[src/hdl/pvr_pkg.sv]
// Constants shared by the counter-array module value register block.
package pvr_pkg;

  // ****************************************************************
  // Sizes
  // ****************************************************************
  localparam int NUM_MODULES = 6;
  localparam int BYTE_W      = 8;
  localparam int VALUE_W     = 16;
  localparam int IDX_W       = 3;
  localparam int ADDR_W      = 8;
  localparam int LOW_LSB     = 0;
  localparam int HIGH_LSB    = 8;

  // ****************************************************************
  // Register addresses on the special-function-register bus
  // ****************************************************************
  localparam logic [ADDR_W-1:0] MODULE0_VALUE_LOW  = 8'hfb;
  localparam logic [ADDR_W-1:0] MODULE0_VALUE_HIGH = 8'hfc;
  localparam logic [ADDR_W-1:0] MODULE1_VALUE_LOW  = 8'he9;
  localparam logic [ADDR_W-1:0] MODULE1_VALUE_HIGH = 8'hea;
  localparam logic [ADDR_W-1:0] MODULE2_VALUE_LOW  = 8'heb;
  localparam logic [ADDR_W-1:0] MODULE2_VALUE_HIGH = 8'hec;
  localparam logic [ADDR_W-1:0] MODULE3_VALUE_LOW  = 8'hed;
  localparam logic [ADDR_W-1:0] MODULE3_VALUE_HIGH = 8'hee;
  localparam logic [ADDR_W-1:0] MODULE4_VALUE_LOW  = 8'hfd;
  localparam logic [ADDR_W-1:0] MODULE4_VALUE_HIGH = 8'hfe;
  localparam logic [ADDR_W-1:0] MODULE5_VALUE_LOW  = 8'hce;
  localparam logic [ADDR_W-1:0] MODULE5_VALUE_HIGH = 8'hcf;

  localparam logic [ADDR_W-1:0] LOW_ADDR [NUM_MODULES] = '{
    MODULE0_VALUE_LOW, MODULE1_VALUE_LOW, MODULE2_VALUE_LOW,
    MODULE3_VALUE_LOW, MODULE4_VALUE_LOW, MODULE5_VALUE_LOW};
  localparam logic [ADDR_W-1:0] HIGH_ADDR [NUM_MODULES] = '{
    MODULE0_VALUE_HIGH, MODULE1_VALUE_HIGH, MODULE2_VALUE_HIGH,
    MODULE3_VALUE_HIGH, MODULE4_VALUE_HIGH, MODULE5_VALUE_HIGH};

  // ****************************************************************
  // Reset values and special modules
  // ****************************************************************
  localparam logic [VALUE_W-1:0] VALUE_RESET     = 16'h0000;
  localparam logic               CFE_RESET       = 1'b0;
  localparam logic [BYTE_W-1:0]  READ_IDLE       = 8'h00;
  localparam logic [IDX_W-1:0]   WATCHDOG_MODULE = 3'h5;

endpackage

[src/hdl/pvr_addr_dec.sv]
// Address decoder that maps a bus address to a module index and byte.
`timescale 1ns/10ps
module pvr_addr_dec (
  input  wire logic [pvr_pkg::ADDR_W-1:0] addr,
  output logic                            hit,
  output logic [pvr_pkg::IDX_W-1:0]       idx,
  output logic                            is_high
);

  always_comb begin
    hit     = 1'b0;
    idx     = '0;
    is_high = 1'b0;
    for (int i = 0; i < pvr_pkg::NUM_MODULES; i++) begin
      if (addr == pvr_pkg::LOW_ADDR[i]) begin
        hit     = 1'b1;
        idx     = pvr_pkg::IDX_W'(i);
        is_high = 1'b0;
      end else if (addr == pvr_pkg::HIGH_ADDR[i]) begin
        hit     = 1'b1;
        idx     = pvr_pkg::IDX_W'(i);
        is_high = 1'b1;
      end
    end
  end

endmodule

[src/hdl/pvr_channel.sv]
// One module's compare value, auto-reload value and comparator enable.
`timescale 1ns/10ps
module pvr_channel (
  input  wire logic                             clk,
  input  wire logic                             resetn,
  input  wire logic                             wr_low,
  input  wire logic                             wr_high,
  input  wire logic                             reload_sel,
  input  wire logic [pvr_pkg::BYTE_W-1:0]       wdata,
  input  wire logic                             mode_wr,
  input  wire logic                             mode_cfe,
  input  wire logic                             cfe_lock,
  output logic      [pvr_pkg::VALUE_W-1:0]      compare_value,
  output logic      [pvr_pkg::VALUE_W-1:0]      reload_value,
  output logic                                  cfe
);

  logic [pvr_pkg::VALUE_W-1:0] cmp_r;
  logic [pvr_pkg::VALUE_W-1:0] cmp_nxt;
  logic [pvr_pkg::VALUE_W-1:0] rld_r;
  logic [pvr_pkg::VALUE_W-1:0] rld_nxt;
  logic                        cfe_r;
  logic                        cfe_nxt;

  always_comb begin
    cmp_nxt  = cmp_r;
    rld_nxt  = rld_r;
    cfe_nxt  = cfe_r;
    if (wr_low) begin
      // select reload low
      if (reload_sel) begin
        rld_nxt[pvr_pkg::LOW_LSB +: pvr_pkg::BYTE_W] = wdata;
      end else begin
        // store low byte
        cmp_nxt[pvr_pkg::LOW_LSB +: pvr_pkg::BYTE_W] = wdata;
      end
      // low write clears
      if (!cfe_lock) begin
        cfe_nxt = 1'b0;
      end
    end else if (wr_high) begin
      // select reload high
      if (reload_sel) begin
        rld_nxt[pvr_pkg::HIGH_LSB +: pvr_pkg::BYTE_W] = wdata;
      end else begin
        // store high byte
        cmp_nxt[pvr_pkg::HIGH_LSB +: pvr_pkg::BYTE_W] = wdata;
      end
      // high write sets
      if (!cfe_lock) begin
        cfe_nxt = 1'b1;
      end
    end else if (mode_wr && !cfe_lock) begin
      cfe_nxt = mode_cfe;
    end
  end

  // zero reset, same-edge update
  always_ff @(posedge clk) begin
    if (!resetn) begin
      cmp_r  <= pvr_pkg::VALUE_RESET;
      rld_r  <= pvr_pkg::VALUE_RESET;
      cfe_r  <= pvr_pkg::CFE_RESET;
    end else begin
      cmp_r  <= cmp_nxt;
      rld_r  <= rld_nxt;
      cfe_r  <= cfe_nxt;
    end
  end

  assign compare_value = cmp_r;
  assign reload_value  = rld_r;
  // enable gates compare
  assign cfe           = cfe_r;

endmodule

[src/hdl/pvr_value_regs.sv]
// Value byte registers of the six counter-array capture/compare modules.
`timescale 1ns/10ps
// How it works
// Low byte register holds compare value bits 7:0, read and write.
// High byte register holds compare value bits 15:8, read and write.
// Low byte address alternatively reaches the auto-reload low byte for PWM.
// High byte address alternatively reaches the auto-reload high byte for PWM.
// Reload select bit steers both addresses to compare or reload value.
// Writing a low byte register clears that module's comparator enable; module 5 keeps its enable while the watchdog is enabled.
// Writing a high byte register sets that module's comparator enable; module 5 keeps its enable while the watchdog is enabled.
// Comparator enable high turns the module's compare function on.
// With watchdog enabled, module 5 mode writes are ignored.
// All value bytes reset to zero; enable side effects land with the write.
module pvr_value_regs (
  input  wire logic                                              clk,
  input  wire logic                                              resetn,
  input  wire logic [pvr_pkg::ADDR_W-1:0]                        sfr_addr,
  input  wire logic [pvr_pkg::BYTE_W-1:0]                        sfr_wdata,
  input  wire logic                                              sfr_wr,
  input  wire logic                                              sfr_rd,
  input  wire logic                                              reload_register_select,
  input  wire logic                                              watchdog_enable_bit,
  input  wire logic [pvr_pkg::NUM_MODULES-1:0]                   mode_wr,
  input  wire logic                                              mode_wdata_cfe,
  output logic      [pvr_pkg::BYTE_W-1:0]                        sfr_rdata,
  output logic                                                   sfr_rdata_valid,
  output logic      [pvr_pkg::NUM_MODULES-1:0]                   comparator_function_enable,
  output logic      [pvr_pkg::NUM_MODULES*pvr_pkg::VALUE_W-1:0]  module_compare_value,
  output logic      [pvr_pkg::NUM_MODULES*pvr_pkg::VALUE_W-1:0]  auto_reload_value
);

  // ****************************************************************
  // Address decode
  // ****************************************************************
  logic                            dec_hit;
  logic [pvr_pkg::IDX_W-1:0]       dec_idx;
  logic                            dec_high;
  logic [pvr_pkg::NUM_MODULES-1:0] wr_low_vec;
  logic [pvr_pkg::NUM_MODULES-1:0] wr_high_vec;
  logic [pvr_pkg::NUM_MODULES-1:0] cfe_lock_vec;
  logic                            wr_low;
  logic                            wr_high;

  pvr_addr_dec u_dec (
    .addr    (sfr_addr),
    .hit     (dec_hit),
    .idx     (dec_idx),
    .is_high (dec_high)
  );

  assign wr_low  = sfr_wr && dec_hit && !dec_high;
  assign wr_high = sfr_wr && dec_hit && dec_high;

  always_comb begin
    wr_low_vec    = '0;
    wr_high_vec   = '0;
    cfe_lock_vec  = '0;
    for (int i = 0; i < pvr_pkg::NUM_MODULES; i++) begin
      wr_low_vec[i]  = wr_low && (dec_idx == pvr_pkg::IDX_W'(i));
      wr_high_vec[i] = wr_high && (dec_idx == pvr_pkg::IDX_W'(i));
      // watchdog locks module 5
      // The enable lives in the module's mode register, so the lock also
      // freezes the enable side effects of value writes while it holds.
      cfe_lock_vec[i] = watchdog_enable_bit
                         && (pvr_pkg::IDX_W'(i) == pvr_pkg::WATCHDOG_MODULE);
    end
  end

  // ****************************************************************
  // Per-module storage
  // ****************************************************************
  logic [pvr_pkg::VALUE_W-1:0] cmp_view [pvr_pkg::NUM_MODULES];
  logic [pvr_pkg::VALUE_W-1:0] rld_view [pvr_pkg::NUM_MODULES];

  for (genvar g = 0; g < pvr_pkg::NUM_MODULES; g++) begin : g_mod
    // enable gates compare
    // reload select steers writes
    pvr_channel u_chan (
      .clk           (clk),
      .resetn        (resetn),
      .wr_low        (wr_low_vec[g]),
      .wr_high       (wr_high_vec[g]),
      .reload_sel    (reload_register_select),
      .wdata         (sfr_wdata),
      .mode_wr       (mode_wr[g]),
      .mode_cfe      (mode_wdata_cfe),
      .cfe_lock      (cfe_lock_vec[g]),
      .compare_value (cmp_view[g]),
      .reload_value  (rld_view[g]),
      .cfe           (comparator_function_enable[g])
    );
    assign module_compare_value[g*pvr_pkg::VALUE_W +: pvr_pkg::VALUE_W] = cmp_view[g];
    assign auto_reload_value[g*pvr_pkg::VALUE_W +: pvr_pkg::VALUE_W]    = rld_view[g];
  end

  // ****************************************************************
  // Read path
  // ****************************************************************
  // Read data is registered, so it appears one cycle after the strobe.
  // Unmapped addresses leave the valid low so other registers may answer.
  logic [pvr_pkg::BYTE_W-1:0]  rdata_r;
  logic [pvr_pkg::BYTE_W-1:0]  rdata_nxt;
  logic                        rvalid_r;
  logic                        rvalid_nxt;

  always_comb begin
    logic [pvr_pkg::VALUE_W-1:0] src;
    src        = pvr_pkg::VALUE_RESET;
    rdata_nxt  = pvr_pkg::READ_IDLE;
    rvalid_nxt = sfr_rd && dec_hit;
    if (sfr_rd && dec_hit) begin
      for (int i = 0; i < pvr_pkg::NUM_MODULES; i++) begin
        if (dec_idx == pvr_pkg::IDX_W'(i)) begin
          // reload select steers reads
          src = reload_register_select ? rld_view[i] : cmp_view[i];
        end
      end
      // low and high byte reads
      rdata_nxt = dec_high ? src[pvr_pkg::HIGH_LSB +: pvr_pkg::BYTE_W]
                           : src[pvr_pkg::LOW_LSB +: pvr_pkg::BYTE_W];
    end
  end

  always_ff @(posedge clk) begin
    if (!resetn) begin
      rdata_r  <= pvr_pkg::READ_IDLE;
      rvalid_r <= 1'b0;
    end else begin
      rdata_r  <= rdata_nxt;
      rvalid_r <= rvalid_nxt;
    end
  end

  assign sfr_rdata       = rdata_r;
  assign sfr_rdata_valid = rvalid_r;

  // ****************************************************************
  // Assertions
  // ****************************************************************
  property p_low_compare_write;
    @(posedge clk) disable iff (!resetn)
    (wr_low && !reload_register_select)
      |=> cmp_view[$past(dec_idx)][pvr_pkg::LOW_LSB +: pvr_pkg::BYTE_W] == $past(sfr_wdata);
  endproperty
  a_low_compare_write: assert property (p_low_compare_write)
    else $error("Low byte write did not reach the compare value.");

  property p_high_compare_write;
    @(posedge clk) disable iff (!resetn)
    (wr_high && !reload_register_select)
      |=> cmp_view[$past(dec_idx)][pvr_pkg::HIGH_LSB +: pvr_pkg::BYTE_W] == $past(sfr_wdata);
  endproperty
  a_high_compare_write: assert property (p_high_compare_write)
    else $error("High byte write did not reach the compare value.");

  property p_low_reload_write;
    @(posedge clk) disable iff (!resetn)
    (wr_low && reload_register_select)
      |=> rld_view[$past(dec_idx)][pvr_pkg::LOW_LSB +: pvr_pkg::BYTE_W] == $past(sfr_wdata);
  endproperty
  a_low_reload_write: assert property (p_low_reload_write)
    else $error("Low byte write did not reach the reload value.");

  property p_high_reload_write;
    @(posedge clk) disable iff (!resetn)
    (wr_high && reload_register_select)
      |=> rld_view[$past(dec_idx)][pvr_pkg::HIGH_LSB +: pvr_pkg::BYTE_W] == $past(sfr_wdata);
  endproperty
  a_high_reload_write: assert property (p_high_reload_write)
    else $error("High byte write did not reach the reload value.");

  property p_select_isolates;
    @(posedge clk) disable iff (!resetn)
    (sfr_wr && dec_hit && reload_register_select) |=> $stable(module_compare_value);
  endproperty
  a_select_isolates: assert property (p_select_isolates)
    else $error("Reload write disturbed a compare value.");

  property p_low_clears_enable;
    @(posedge clk) disable iff (!resetn)
    (wr_low && !cfe_lock_vec[dec_idx])
      |=> !comparator_function_enable[$past(dec_idx)];
  endproperty
  a_low_clears_enable: assert property (p_low_clears_enable)
    else $error("Low byte write left the comparator enabled.");

  property p_high_sets_enable;
    @(posedge clk) disable iff (!resetn)
    (wr_high && !cfe_lock_vec[dec_idx])
      |=> comparator_function_enable[$past(dec_idx)];
  endproperty
  a_high_sets_enable: assert property (p_high_sets_enable)
    else $error("High byte write left the comparator disabled.");

  property p_enable_holds;
    @(posedge clk) disable iff (!resetn)
    (!(sfr_wr && dec_hit) && (mode_wr == '0)) |=> $stable(comparator_function_enable);
  endproperty
  a_enable_holds: assert property (p_enable_holds)
    else $error("Comparator enable changed with no write.");

  property p_watchdog_lock;
    @(posedge clk) disable iff (!resetn)
    watchdog_enable_bit
      |=> $stable(comparator_function_enable[pvr_pkg::WATCHDOG_MODULE]);
  endproperty
  a_watchdog_lock: assert property (p_watchdog_lock)
    else $error("Module 5 enable changed while the watchdog ran.");

  property p_reset_zero;
    @(posedge clk)
    !resetn |=> (module_compare_value == '0) && (auto_reload_value == '0)
                && (comparator_function_enable == '0);
  endproperty
  a_reset_zero: assert property (p_reset_zero)
    else $error("Registers not zero after reset.");

  property p_read_back;
    @(posedge clk) disable iff (!resetn)
    (wr_high && !reload_register_select)
      ##1 (sfr_rd && !reload_register_select && (sfr_addr == $past(sfr_addr)))
      |=> sfr_rdata_valid && (sfr_rdata == $past(sfr_wdata, 2));
  endproperty
  a_read_back: assert property (p_read_back)
    else $error("High byte read did not return the written byte.");

  // Bytes must be independent, as software may write them in any order.
  property p_low_keeps_high;
    @(posedge clk) disable iff (!resetn)
    (wr_low && !reload_register_select)
      |=> cmp_view[$past(dec_idx)][pvr_pkg::HIGH_LSB +: pvr_pkg::BYTE_W]
          == $past(cmp_view[dec_idx][pvr_pkg::HIGH_LSB +: pvr_pkg::BYTE_W]);
  endproperty
  a_low_keeps_high: assert property (p_low_keeps_high)
    else $error("Low byte write disturbed the high byte.");

  property p_high_keeps_low;
    @(posedge clk) disable iff (!resetn)
    (wr_high && !reload_register_select)
      |=> cmp_view[$past(dec_idx)][pvr_pkg::LOW_LSB +: pvr_pkg::BYTE_W]
          == $past(cmp_view[dec_idx][pvr_pkg::LOW_LSB +: pvr_pkg::BYTE_W]);
  endproperty
  a_high_keeps_low: assert property (p_high_keeps_low)
    else $error("High byte write disturbed the low byte.");

  // The select bit steers each write to one value only.
  property p_compare_isolates_reload;
    @(posedge clk) disable iff (!resetn)
    (sfr_wr && dec_hit && !reload_register_select) |=> $stable(auto_reload_value);
  endproperty
  a_compare_isolates_reload: assert property (p_compare_isolates_reload)
    else $error("Compare write disturbed a reload value.");

  // Reads return the value as it stood at the strobe, even under a same-cycle write.
  property p_read_low_compare;
    @(posedge clk) disable iff (!resetn)
    (sfr_rd && dec_hit && !dec_high && !reload_register_select)
      |=> sfr_rdata_valid
          && (sfr_rdata == $past(cmp_view[dec_idx][pvr_pkg::LOW_LSB +: pvr_pkg::BYTE_W]));
  endproperty
  a_read_low_compare: assert property (p_read_low_compare)
    else $error("Low byte read did not return the compare value.");

  property p_read_high_reload;
    @(posedge clk) disable iff (!resetn)
    (sfr_rd && dec_hit && dec_high && reload_register_select)
      |=> sfr_rdata_valid
          && (sfr_rdata == $past(rld_view[dec_idx][pvr_pkg::HIGH_LSB +: pvr_pkg::BYTE_W]));
  endproperty
  a_read_high_reload: assert property (p_read_high_reload)
    else $error("High byte read did not return the reload value.");

  // Unmapped reads keep the valid low so that other registers may answer.
  property p_read_refused;
    @(posedge clk) disable iff (!resetn)
    (sfr_rd && !dec_hit) |=> !sfr_rdata_valid && (sfr_rdata == pvr_pkg::READ_IDLE);
  endproperty
  a_read_refused: assert property (p_read_refused)
    else $error("Unmapped read returned data.");

  // The read port must leave reset idle, or a stale byte could be taken.
  property p_reset_read_idle;
    @(posedge clk)
    !resetn |=> !sfr_rdata_valid && (sfr_rdata == pvr_pkg::READ_IDLE);
  endproperty
  a_reset_read_idle: assert property (p_reset_read_idle)
    else $error("Read port not idle after reset.");

  // ****************************************************************
  // Mode write port checks
  // ****************************************************************
  // A value write to the same module in the same cycle wins, so it is left out.
  for (genvar g = 0; g < pvr_pkg::NUM_MODULES; g++) begin : g_mode_chk
    property p_mode_write_enable;
      @(posedge clk) disable iff (!resetn)
      (mode_wr[g] && !wr_low_vec[g] && !wr_high_vec[g] && !cfe_lock_vec[g])
        |=> comparator_function_enable[g] == $past(mode_wdata_cfe);
    endproperty
    a_mode_write_enable: assert property (p_mode_write_enable)
      else $error("Mode write did not reach the comparator enable.");
  end

endmodule

[config.mk]
export PLATFORM = sky130hd
export DESIGN_NAME = pvr_value_regs
export DESIGN_NICKNAME = d
export VERILOG_FILES = /design/src/hdl/pvr_pkg.sv /design/src/hdl/pvr_addr_dec.sv /design/src/hdl/pvr_channel.sv /design/src/hdl/pvr_value_regs.sv
export SDC_FILE = /design/constraint.sdc
export NUM_CORES = 1
export LEC_CHECK = 0
export CAP_MARGIN = 20
export CORE_MARGIN = 10
export CORE_UTILIZATION = 45
export CTS_BUF_LIST = sky130_fd_sc_hd__clkbuf_2 sky130_fd_sc_hd__clkbuf_4 sky130_fd_sc_hd__clkbuf_8
export CTS_CLUSTER_DIAMETER = 120
export CTS_CLUSTER_SIZE = 30
export DETAILED_ROUTE_END_ITERATION = 10
export DONT_BUFFER_PORTS = 1
export PLACE_DENSITY = 0.62
export SETUP_SLACK_MARGIN = 0.4
export SLEW_MARGIN = 20
export SYNTH_ARGS = -nofsm -noshare
export SYNTH_HDL_FRONTEND = slang
export SYNTH_SLANG_ARGS = --single-unit
[constraint.sdc]
create_clock -name clk -period 2.15 [get_ports clk]
set_input_delay 0.215 -clock clk [delete_from_list [all_inputs] [get_ports clk]]
set_output_delay 0.215 -clock clk [all_outputs]
set_load 0.02 [all_outputs]
==> After elaboration in Yosys (flattened, before gate mapping) <==
Index checks and enable logic that the tools add are counted.
{ "totals": {"ff_bits": 207, "latch_bits": 0, "ramBits": 0, "mem_bits_ro": 0, "in_bits": 29, "word_cells": 177, "memories": 0} }
{ "classes": {"add_sub_neg": 0, "n_mul": 0, "n_div": 0, "order_cmp": 0, "eq_ne": 19, "shift": 0, "muxes": 61, "n_bitwise": 8, "n_reduce_logical": 57} }
{ "op_table": {"columns": ["cell", "n"], "rows": [
  ["$mux W16", 12],
  ["$eq A8 B8 Y1 const B", 12],
  ["$mux W1", 39],
  ["$reduce_and A3 Y1", 13],
  ["$mux W3", 9],
  ["$reduce_and A2 Y1", 13],
  ["$logic_and A1 B1 Y1", 17],
  ["$reduce_bool A2 Y1", 5],
  ["$reduce_or A2 Y1", 5],
  ["$mux W8", 1],
  ["$not A1 Y1", 8],
  ["$eq A3 B2 Y1 const B", 2],
  ["$eq A3 B3 Y1 const B", 2],
  ["$ne A2 B2 Y1 const B", 2],
  ["$eq A3 B1 Y1 const B", 1],
  ["$logic_not A3 Y1", 1],
  ["$reduce_bool A3 Y1", 1],
  ["$logic_not A1 Y1", 2]
]} }

==> Logic depth before layout (Yosys ltp) <==
Gate-level depths: netlist of the first run.
{ "logic_depth": {"word_depth": 19, "depth_mapped": 9} }

==> By module <==
From an unflattened synthesis of the first run, not the netlist that was laid out.
{ "hier_totals": {"hier_cells": 1098, "area_unflattened_um2": 9964.6} }
{ "by_module_without_submodules": {"columns": ["mod", "n_inst", "cells_each", "area_per_inst_um2", "seq_area_each_um2"], "rows": [
  ["pvr_channel", 6, 132, 1261.2, 660.6],
  ["pvr_value_regs", 1, 284, 2248.4, 180.2],
  ["pvr_addr_dec", 1, 22, 148.9, 0.0]
]} }

==> Worst setup path before layout of the first run <==
Ideal clock, no wire load.
{ "synth_timing": {"path_type": "input-to-reg", "start": "in sfr_addr[5] (netlist name)", "end": "reg rdata_r, in the netlist sfr_rdata[6]", "arrival_time_ns": 1.837, "required_ns": 2.002, "setup_slack_ns": 0.165, "cell_stages": 7, "path_cell_list": "or3b_1 > clkbuf_2 > a311oi_4 > nor2_2 > a221o_1 > a211oi_1 > a211oi_1"} }
{ "synth_via": {"elab_chain_len": 19, "word_cells_on_any_way": 60, "cone_classes": "17 x eq/ne; 40 x mux; 3 x reduce/logical"} }
{ "synth_rtl": {"columns": ["element", "line", "text"], "rows": [
  ["start: declaration", "pvr_value_regs.sv:17", "input wire logic [pvr_pkg::ADDR_W-1:0] sfr_addr,"],
  ["$eq A8 B8 Y1", "pvr_addr_dec.sv:19", "end else if (addr == pvr_pkg::HIGH_ADDR[i]) begin"],
  ["$mux W1", "pvr_addr_dec.sv:19", null],
  ["$mux W3", "pvr_addr_dec.sv:15", "if (addr == pvr_pkg::LOW_ADDR[i]) begin"],
  ["$mux W3", "pvr_addr_dec.sv:19", null],
  ["$mux W3", "pvr_addr_dec.sv:15", null],
  ["$mux W3", "pvr_addr_dec.sv:19", null],
  ["$mux W3", "pvr_addr_dec.sv:15", null],
  ["$mux W3", "pvr_addr_dec.sv:19", null],
  ["$mux W3", "pvr_addr_dec.sv:15", null],
  ["$mux W3", "pvr_addr_dec.sv:19", null],
  ["$mux W3", "pvr_addr_dec.sv:15", null],
  ["$logic_not A3 Y1", "pvr_value_regs.sv:113", "if (dec_idx == pvr_pkg::IDX_W'(i)) begin"],
  ["$mux W16 (6 in series)", "pvr_value_regs.sv:113", null],
  ["$mux W8", "pvr_value_regs.sv:119", "rdata_nxt = dec_high ? src[pvr_pkg::HIGH_LSB +: pvr_pkg::BYTE_W]"],
  ["end signal: assignment", "pvr_value_regs.sv:126", "rdata_r <= pvr_pkg::READ_IDLE;"],
  ["end signal: assignment", "pvr_value_regs.sv:129", "rdata_r <= rdata_nxt;"],
  ["end: declaration", "pvr_value_regs.sv:101", "logic [pvr_pkg::BYTE_W-1:0] rdata_r;"]
]} }
Parallel ways exist; a longest one is shown, timed or not.
A chain may end at the register's enable or synchronous reset.

==> Worst setup path after layout of the first run <==
{ "layout_timing": {"start": "in sfr_addr[0] (netlist name)", "end": "reg g_mod[2].u_chan.rld_r, in the netlist g_mod[2].u_chan.reload_value[7]"} }
{ "layout_via": {"elab_chain_len": 17, "word_cells_on_any_way": 51, "cone_classes": "13 x eq/ne; 33 x mux; 5 x reduce/logical"} }
{ "layout_rtl": {"columns": ["element", "line", "text"], "rows": [
  ["$eq A8 B8 Y1", "pvr_addr_dec.sv:19", null],
  ["$mux W1", "pvr_addr_dec.sv:19", null],
  ["$mux W1", "pvr_addr_dec.sv:15", null],
  ["$mux W1", "pvr_addr_dec.sv:19", null],
  ["$mux W1", "pvr_addr_dec.sv:15", null],
  ["$mux W1", "pvr_addr_dec.sv:19", null],
  ["$mux W1", "pvr_addr_dec.sv:15", null],
  ["$mux W1", "pvr_addr_dec.sv:19", null],
  ["$mux W1", "pvr_addr_dec.sv:15", null],
  ["$mux W1", "pvr_addr_dec.sv:19", null],
  ["$mux W1", "pvr_addr_dec.sv:15", null],
  ["$mux W1", "pvr_addr_dec.sv:19", null],
  ["$mux W1", "pvr_addr_dec.sv:15", null],
  ["$logic_and A1 B1 Y1 / $logic_not A1 Y1 (equally long branches)", "pvr_value_regs.sv:51", "assign wr_low = sfr_wr && dec_hit && !dec_high;"],
  ["$logic_and A1 B1 Y1", "pvr_value_regs.sv:51", null],
  ["$logic_and A1 B1 Y1 (*)", "pvr_value_regs.sv:59", "wr_low_vec[i] = wr_low && (dec_idx == pvr_pkg::IDX_W'(i));"],
  ["$reduce_and A2 Y1 (no line) (*)", null, null],
  ["end signal: assignment", "pvr_channel.sv:62", "rld_r <= pvr_pkg::VALUE_RESET;"],
  ["end signal: assignment", "pvr_channel.sv:66", "rld_r <= rld_nxt;"],
  ["end: declaration", "pvr_channel.sv:20", "logic [pvr_pkg::VALUE_W-1:0] rld_r;"]
]} }
Every way passes the cells marked *; elsewhere a longest branch is shown, timed or not.

==> flow_summary.yaml, run 1 <==
final_layout:
  fin_cells: 1274
  seqCellArea_um2: 4170
  multi_input_area_um2: 5720
  layout.nets: 1023
  area_delta_synth_final_pct: 9.27
  num_antenna_cells: 0
  drive_above_1_share_pct: 16.1
  nFillCells: 2053
logic_synthesis:
  ys_ff_latch: 207
  synth-compound-area-share_pct: 9.41
  yosysTopAreaCell: "dfxtp_1"
  syn_avg_cell_area_um2: 10.1
  synth_fa_ha_area_share_pct: 0
  yosysTopAreaCellShare_pct: 40.8
  synth_cell_type_count: 56
  syn_inst: 1004
  synth_top_family_by_area: "multiplexers"
  ys_top_cells_by_area: "dfxtp_1 (41%), mux2i_1 (24%), nor2b_1 (8.0%), mux2_2 (4.8%), nor2_1 (3.0%)"
  synth-simple-area-share_pct: 17.0
  async_reset_ff_share_pct: 0
  seq_area_frac_synth_pct: 40.8
  ys.warnings.count: 0
  synth.net_count: 1033
  synth.most_common_cell: "mux2i_1"
  synthFlopType: "dfxtp_1"
  ys_top_cells_by_count: "mux2i_1 (242), dfxtp_1 (207), nor2b_1 (130), nor2_1 (80), clkbuf_1 (47)"
  synth_edf_count: 0
  netlist_area_um2: 10200
  synthXorXnorAreaFrac_pct: 0.172
  muxShareOfSynthArea_pct: 28.6
timing:
  hold_viol_final: 0
  setup_viol: 0
  finClkSkew_ps: 31.9
  max_freq_ghz: 0.589
  grt_setup_unrepaired: "true"
  tightest_slew_ps: 896
  fin_crit_sh_pct: 79.0
  fin_setup_tns_ps: 0
  finalMaxSlewViolations: 0
  worst_slack_ps: 452
  relSlewSlack_pct: 40.1
  finalCriticalPeriod_ps: 1700
cts:
  clock-sinks: 207
  clk_latency_ps: 550
  path_clk_slew_ps: 190
  cts_root_buf: "clkbuf_8"
  cts_tree: "yes"
  htree_levels: 1
  numCtsBuffers: 10
  clockBufferDepth: 3
power:
  total_power_mw: 6.03
  powerDensity_nw_per_um2: 543
  vdd_drop_max_mv: 0.550
  leakage_nw: 5.11
setup_path:
  crit_family: "buffers and inverters"
  cp-end-kind: "flop"
  path_buf_inv: 2
  critPathLaunchType: "primary input"
  rr_startpoint: "g_mod[0].u_chan.compare_value[10]"
  r2r-end: "sfr_rdata[2]"
  worst_r2r_path_depth: 5
  r2r_slack_ps: 460
  cp_max_fo: 19
  crit_type: "in2reg"
  critPathMaxStageDelay_ps: 560
  slowest_stage: "dlygate4sd3_1"
  arrival_ps: 2140
  crit_chain: "or3b_4, a2111oi_4, buf_12, nand3_4, mux2i_1, dlygate4sd3_1, nor2_1"
  crit_required_ps: 2600
routing:
  routed_wl_um: 35700
  drc: 0
  postRouteAntennaNets: 0
  first_iter_violations: 697
  via_count: 7534
  dr.pass1.iters: 5
  viasPerCell: 5.91
  wl_per_cell_um: 28.0
placed_design:
  place_ws_ps: 143
  io_buffers: 0
  place_congestion: 0.936
  dp.cells: 1232
  hpwl_um: 25200
grt:
  grt_max_degree: 123
  grt_pass1_wl_um: 51800
  grt_pass1_vias: 7249
  gr-total-overflow: 0
  groute.usage.overall_pct: 23.6
  antenna_found_initial: 0
floorplan:
  core-area_um2: 22000
  die_h_um: 170
  rows: 54
  die_w_um: 170
  io_pins: 236
  die_area_um2: 29000
  start_util_pct: 46.1
hold_path:
  min_to: "g_mod[1].u_chan.cfe"
  min_from: "sfr_wr"
  hp-class: "in2reg"
  hold_depth: 2
run:
  cap_violations: 0
run_status:
  outcome: "finished clean"
## worst register-to-register path, cell delays in order, from the launching register on
cell and delay, ps:
dfxtp_1 530, mux2i_1 140, o32ai_1 510, nand2_1 130, o311a_1 160, a211oi_1 170
## flip-flops by register name, indices dropped and copies added, names as in the netlist
signal / count
g_mod.u_chan.cfe: 6
sfr_rdata: 8
g_mod.u_chan.compare_value: 96
sfr_rdata_valid: 1
g_mod.u_chan.reload_value: 96
## layout make-up
| type | instances | share of cell area [%] |
|---|---|---|
| repair buffers | 62 | 6.24 |
| clock inverters | 1 | 0.0451 |
| inverters | 4 | 0.135 |
| flip-flops and latches | 207 | 37.5 |
| clock buffers | 11 | 1.36 |
| well taps | 280 | 3.15 |
| multi-input cells | 709 | 51.5 |
## stage by stage
step | instance area, um2 | util, % | hold WS (ps)
3_3_place_gp | 10500 | 47.8 | 338
3_5_place_dp | 10500 | 47.8 | 340
4_1_cts | 11000 | 50.0 | 0.220
5_1_grt | 11100 | 50.4 | 16.2
2_1_floorplan | 10300 | - | 381
6_report | 11100 | 50.4 | 5.12
## logic make-up (layout without fill, tap and decap cells)
group | count (synthesis) | after routing
simple gates | 295 | 295
mux | 285 | 285
flops | 207 | 207
compound gates | 127 | 127
buf+inv | 88 | 78
xor+xnor | 2 | 2
## layout by cell type (no fill, tap or decap), types with 7 or more instances in the layout
master / netlist / layout
a211oi_1: 17 / 16
a21oi_1: 41 / 40
a221oi_1: 8 / 7
a311oi_1: 9 / 8
a31oi_1: 7 / 7
buf_12: 0 / 13
buf_4: 12 / 31
clkbuf_8: 0 / 11
dfxtp_1: 207 / 192
dfxtp_2: 0 / 14
dlygate4sd3_1: 0 / 15
mux2_2: 43 / 43
mux2i_1: 242 / 242
nand2_1: 29 / 29
nand3_1: 7 / 7
nand3_2: 22 / 13
nand3_4: 1 / 10
nor2_1: 80 / 80
nor2b_1: 130 / 129
o21ai_0: 11 / 11
o311a_1: 7 / 7
## what timing repair did
action,CTS,global route
pin swaps,1,7
resized for setup,1,20
endpoints found under the hold margin,205,0
buffers inserted,0,6
endpoints found under the setup margin,1,7
hold buffers,24,0
## per-layer routing
layer / vias to the layer above / track usage [%] / routed length (um)
li1: 3550 / - / -
met3: 31 / 10.2 / 4140
met1: 3665 / 29.4 / 14900
met2: 288 / 37.3 / 16100
met4: 0 / 4.42 / 640
met5: - / 0 / 0
## worst max-delay path by stage
stage	from	endpoint	slack, ps	cells past startpoint
CTS	g_mod[3].u_chan.reload_value[14]	sfr_rdata[6]	400	5
floorplan	sfr_addr[5]	sfr_rdata[6]	170	7
detailed placement	sfr_addr[0]	g_mod[2].u_chan.compare_value[11]	140	7
finish	sfr_addr[0]	g_mod[2].u_chan.reload_value[7]	450	7
global placement	sfr_addr[4]	sfr_rdata[2]	120	7
global route	g_mod[1].u_chan.reload_value[1]	sfr_rdata[1]	380	6
## where the power goes
part / total, mW / switching [mW] / internal, mW
logic: 0.478 / 0.280 / 0.197
clock network: 1.69 / 1.22 / 0.472
registers: 3.87 / 0.0190 / 3.85
total: 6.03 / 1.52 / 4.52
(Power assumes the default switching activity.)
==> run 2: changes to the inputs <==
--- a/config.mk
+++ b/config.mk
@@ -5,6 +5,7 @@
 export SDC_FILE = /design/constraint.sdc
 export NUM_CORES = 1
 export LEC_CHECK = 0
+export ABC_AREA = 1
 export CAP_MARGIN = 20
 export CORE_MARGIN = 10
 export CORE_UTILIZATION = 45
@@ -13,7 +14,7 @@
 export CTS_CLUSTER_SIZE = 30
 export DETAILED_ROUTE_END_ITERATION = 10
 export DONT_BUFFER_PORTS = 1
-export PLACE_DENSITY = 0.62
+export PLACE_DENSITY = 0.64
 export SETUP_SLACK_MARGIN = 0.4
 export SLEW_MARGIN = 20
 export SYNTH_ARGS = -nofsm -noshare
==> constraint.sdc (replaced) <==
create_clock -name clk -period 1.52 [get_ports clk]
set_input_delay 0.152 -clock clk [delete_from_list [all_inputs] [get_ports clk]]
set_output_delay 0.152 -clock clk [all_outputs]
set_load 0.02 [all_outputs]
==> run 2 against run 1 <==
The flow now finishes with violations (hold timing). Count of clock-buffer cells in the layout unchanged. First-iteration DRC count rose by 93%. Synthesized area shrank 2.7%. Sequential share of layout area shrank 7.5 points. Core utilization up 19 points. Worst hold slack lost 260 ps. Via count increased by 51%. Register-to-register slack got worse by 300 ps. Synthesized cell count rose by 45%. Clock power increased by 43%. Critical path type unchanged.
==> flow_summary.yaml, run 2 <==
setup_path:
  critPathMaxStageDelay_ps: 160
  critPathLaunchType: "primary input"
  cp_max_fo: 8
  cp-end-kind: "flop"
  slowest_stage: "nor2_2"
  path_buf_inv: 5
  crit_required_ps: 1980
  crit_chain: "inv_2, nand2_1, nor2_2, nand2_1, nand2_1, nor2_4, nand3_2, nand2_4, nor2_4, buf_6, buf_16, buf_6, nand3_4, clkinv_8, nor2_4, nor2_1"
  crit_type: "in2reg"
  crit_family: "simple AND/OR/NAND/NOR gates"
  arrival_ps: 1900
logic_synthesis:
  yosysTopAreaCellShare_pct: 41.9
  syn_inst: 1460
  ys_top_cells_by_count: "nand2_1 (373), nor2_1 (272), dfxtp_1 (207), a21oi_1 (107), nand4_1 (104)"
  synth_edf_count: 0
  seq_area_frac_synth_pct: 41.9
  ys_top_cells_by_area: "dfxtp_1 (42%), nand2_1 (14%), nor2_1 (10%), nand4_1 (6.6%), a21oi_1 (5.4%)"
  ys_ff_latch: 207
  syn_avg_cell_area_um2: 6.77
  synth.most_common_cell: "nand2_1"
  synthFlopType: "dfxtp_1"
  ys.warnings.count: 0
  synth.net_count: 1489
  yosysTopAreaCell: "dfxtp_1"
  async_reset_ff_share_pct: 0
  synth_cell_type_count: 27
  netlist_area_um2: 9890
routing:
  dr.pass1.iters: 5
  via_count: 11400
  routed_wl_um: 43500
  viasPerCell: 5.88
  drc: 0
  postRouteAntennaNets: 0
  first_iter_violations: 1342
  wl_per_cell_um: 22.5
floorplan:
  die_area_um2: 28300
  rows: 54
  io_pins: 236
  core-area_um2: 21700
  die_w_um: 168
  start_util_pct: 45.6
  die_h_um: 168
power:
  seq_power_share_pct: 62.6
  p_int_mw: 6.34
  leakage_nw: 5.93
  powerDensity_nw_per_um2: 571
  switching_share_pct: 26.3
  vdd_drop_max_mv: 0.691
  clkPwrFrac_pct: 28.1
  p_comb_share_pct: 9.3
  total_power_mw: 8.60
  power_switching_mw: 2.26
timing:
  max_freq_ghz: 0.694
  hold_viol_final: 175
  grt_setup_unrepaired: "true"
  relSlewSlack_pct: 57.2
  finalCriticalPeriod_ps: 1440
  finClkSkew_ps: 28.9
  worst_slack_ps: 78.5
  fin_setup_tns_ps: 0
  fin_crit_sh_pct: 94.8
  tightest_slew_ps: 640
  setup_viol: 0
  whs_ps: -253
  finalMaxSlewViolations: 0
cts:
  cts_root_buf: "clkbuf_8"
  numCtsBuffers: 10
  clk_latency_ps: 540
  cts_tree: "yes"
  cts.hold.buffers_added: 23
  clockBufferDepth: 3
  path_clk_slew_ps: 180
  clock-sinks: 207
  htree_levels: 1
final_layout:
  final_cell_mix: "nand2_1 (287), nor2_1 (200), buf_6 (163)"
  num_antenna_cells: 0
  drive_above_1_share_pct: 48.5
  final_common_cell: "nand2_1"
  seqCellArea_um2: 4530
  final_core_util_pct: 69.5
  layout.nets: 1680
  fin_area_um2: 15100
  nFillCells: 1650
  multi_input_area_um2: 6310
  fin_cells: 1931
  area_delta_synth_final_pct: 52.4
placed_design:
  placed_area_um2: 11600
  place_ws_ps: -323
  dp.cells: 1838
  place_congestion: 0.893
  io_buffers: 0
  hpwl_um: 26400
grt:
  grt_pass1_vias: 10300
  top_usage_layer: "met2"
  antenna_found_initial: 0
  grt_max_degree: 192
  gr-total-overflow: 0
  grt_use_met3_pct: 7.82
  met2_usage_pct: 43.3
  grt_pass1_wl_um: 61400
  grtUsageMet1_pct: 34.8
  groute.usage.overall_pct: 27.1
run:
  cap_violations: 0
run_status:
  violations: "hold timing"
  outcome: "complete, but fails checks"
hold_path:
  hp-class: "in2reg"
-- run 2: cell types whose count changed in the layout (fill, tap and decap cells not counted), sizes merged, moves of 43 or more --
| cell | delta |
|---|---|
| nand2 | +349 |
| mux2i | -242 |
| buf | +216 |
| nor2 | +199 |
| nor2b | -130 |
| o21ai | +105 |
| nand4 | +104 |
| a21oi | +66 |
| inv | +52 |
| mux2 | -43 |
-- run 2: path summary, 6_finish.rpt --
kind	from	to	depth (start not counted)	slack [ps]
max reg2reg	g_mod[3].u_chan.compare_value[10]	sfr_rdata[2]	5	160
max	sfr_addr[1]	g_mod[1].u_chan.reload_value[12]	16	80
min	resetn	g_mod[1].u_chan.reload_value[13]	2	-250
min reg2reg	g_mod[5].u_chan.reload_value[0]	g_mod[5].u_chan.reload_value[0]	2	550
-- run 2: kinds of logic after synthesis --
family | Yosys count | share of synthesized area [%]
AND/OR/NAND/NOR | 820 | 36.6
AO/OA/AOI/OAI | 256 | 13.8
flip-flops | 207 | 41.9
buffers and inverters | 177 | 7.72
-- run 2: worst register-to-register path, cell delays in order (launching register included) --
cell      delay (ps)
dfxtp_2          360
or2_4            230
o211ai_1         120
nand4_1          260
nor3_2           230
nor2_2            70
-- run 2: timing repair --
action                                  CTS  global route
pin swaps                                69           152
endpoints found under the setup margin  315           413
cloned                                    8             8
hold endpoints to repair                206           175
setup buffers                            26            16
gates resized for setup                 515           361
-- run 2: area by class of cell --
cell class / count / area share (%)
clock inverter: 1 / 0.0332
clock buffer: 11 / 1.00
tap: 280 / 2.33
inverter: 68 / 2.62
multi-input combinational: 1082 / 41.9
timing repair buffer: 282 / 22.1
sequential: 207 / 30.0
-- run 2: power by group through the flow --
stage	Combinational, mW	Clock (mW)	Sequential (mW)
after global placement	0.410	0	5.58
after floorplan	0.449	0	5.57
after detailed placement	0.414	0	5.59
after CTS	0.690	2.43	5.39
after global routing	0.836	2.58	5.39
final	0.799	2.42	5.39
-- run 2: layer usage --
metal	part of all wire [%]	vias up
li1	-	5223
met1	38	5378
met2	47	643
met3	12	115
met4	3.5	0
met5	0	-
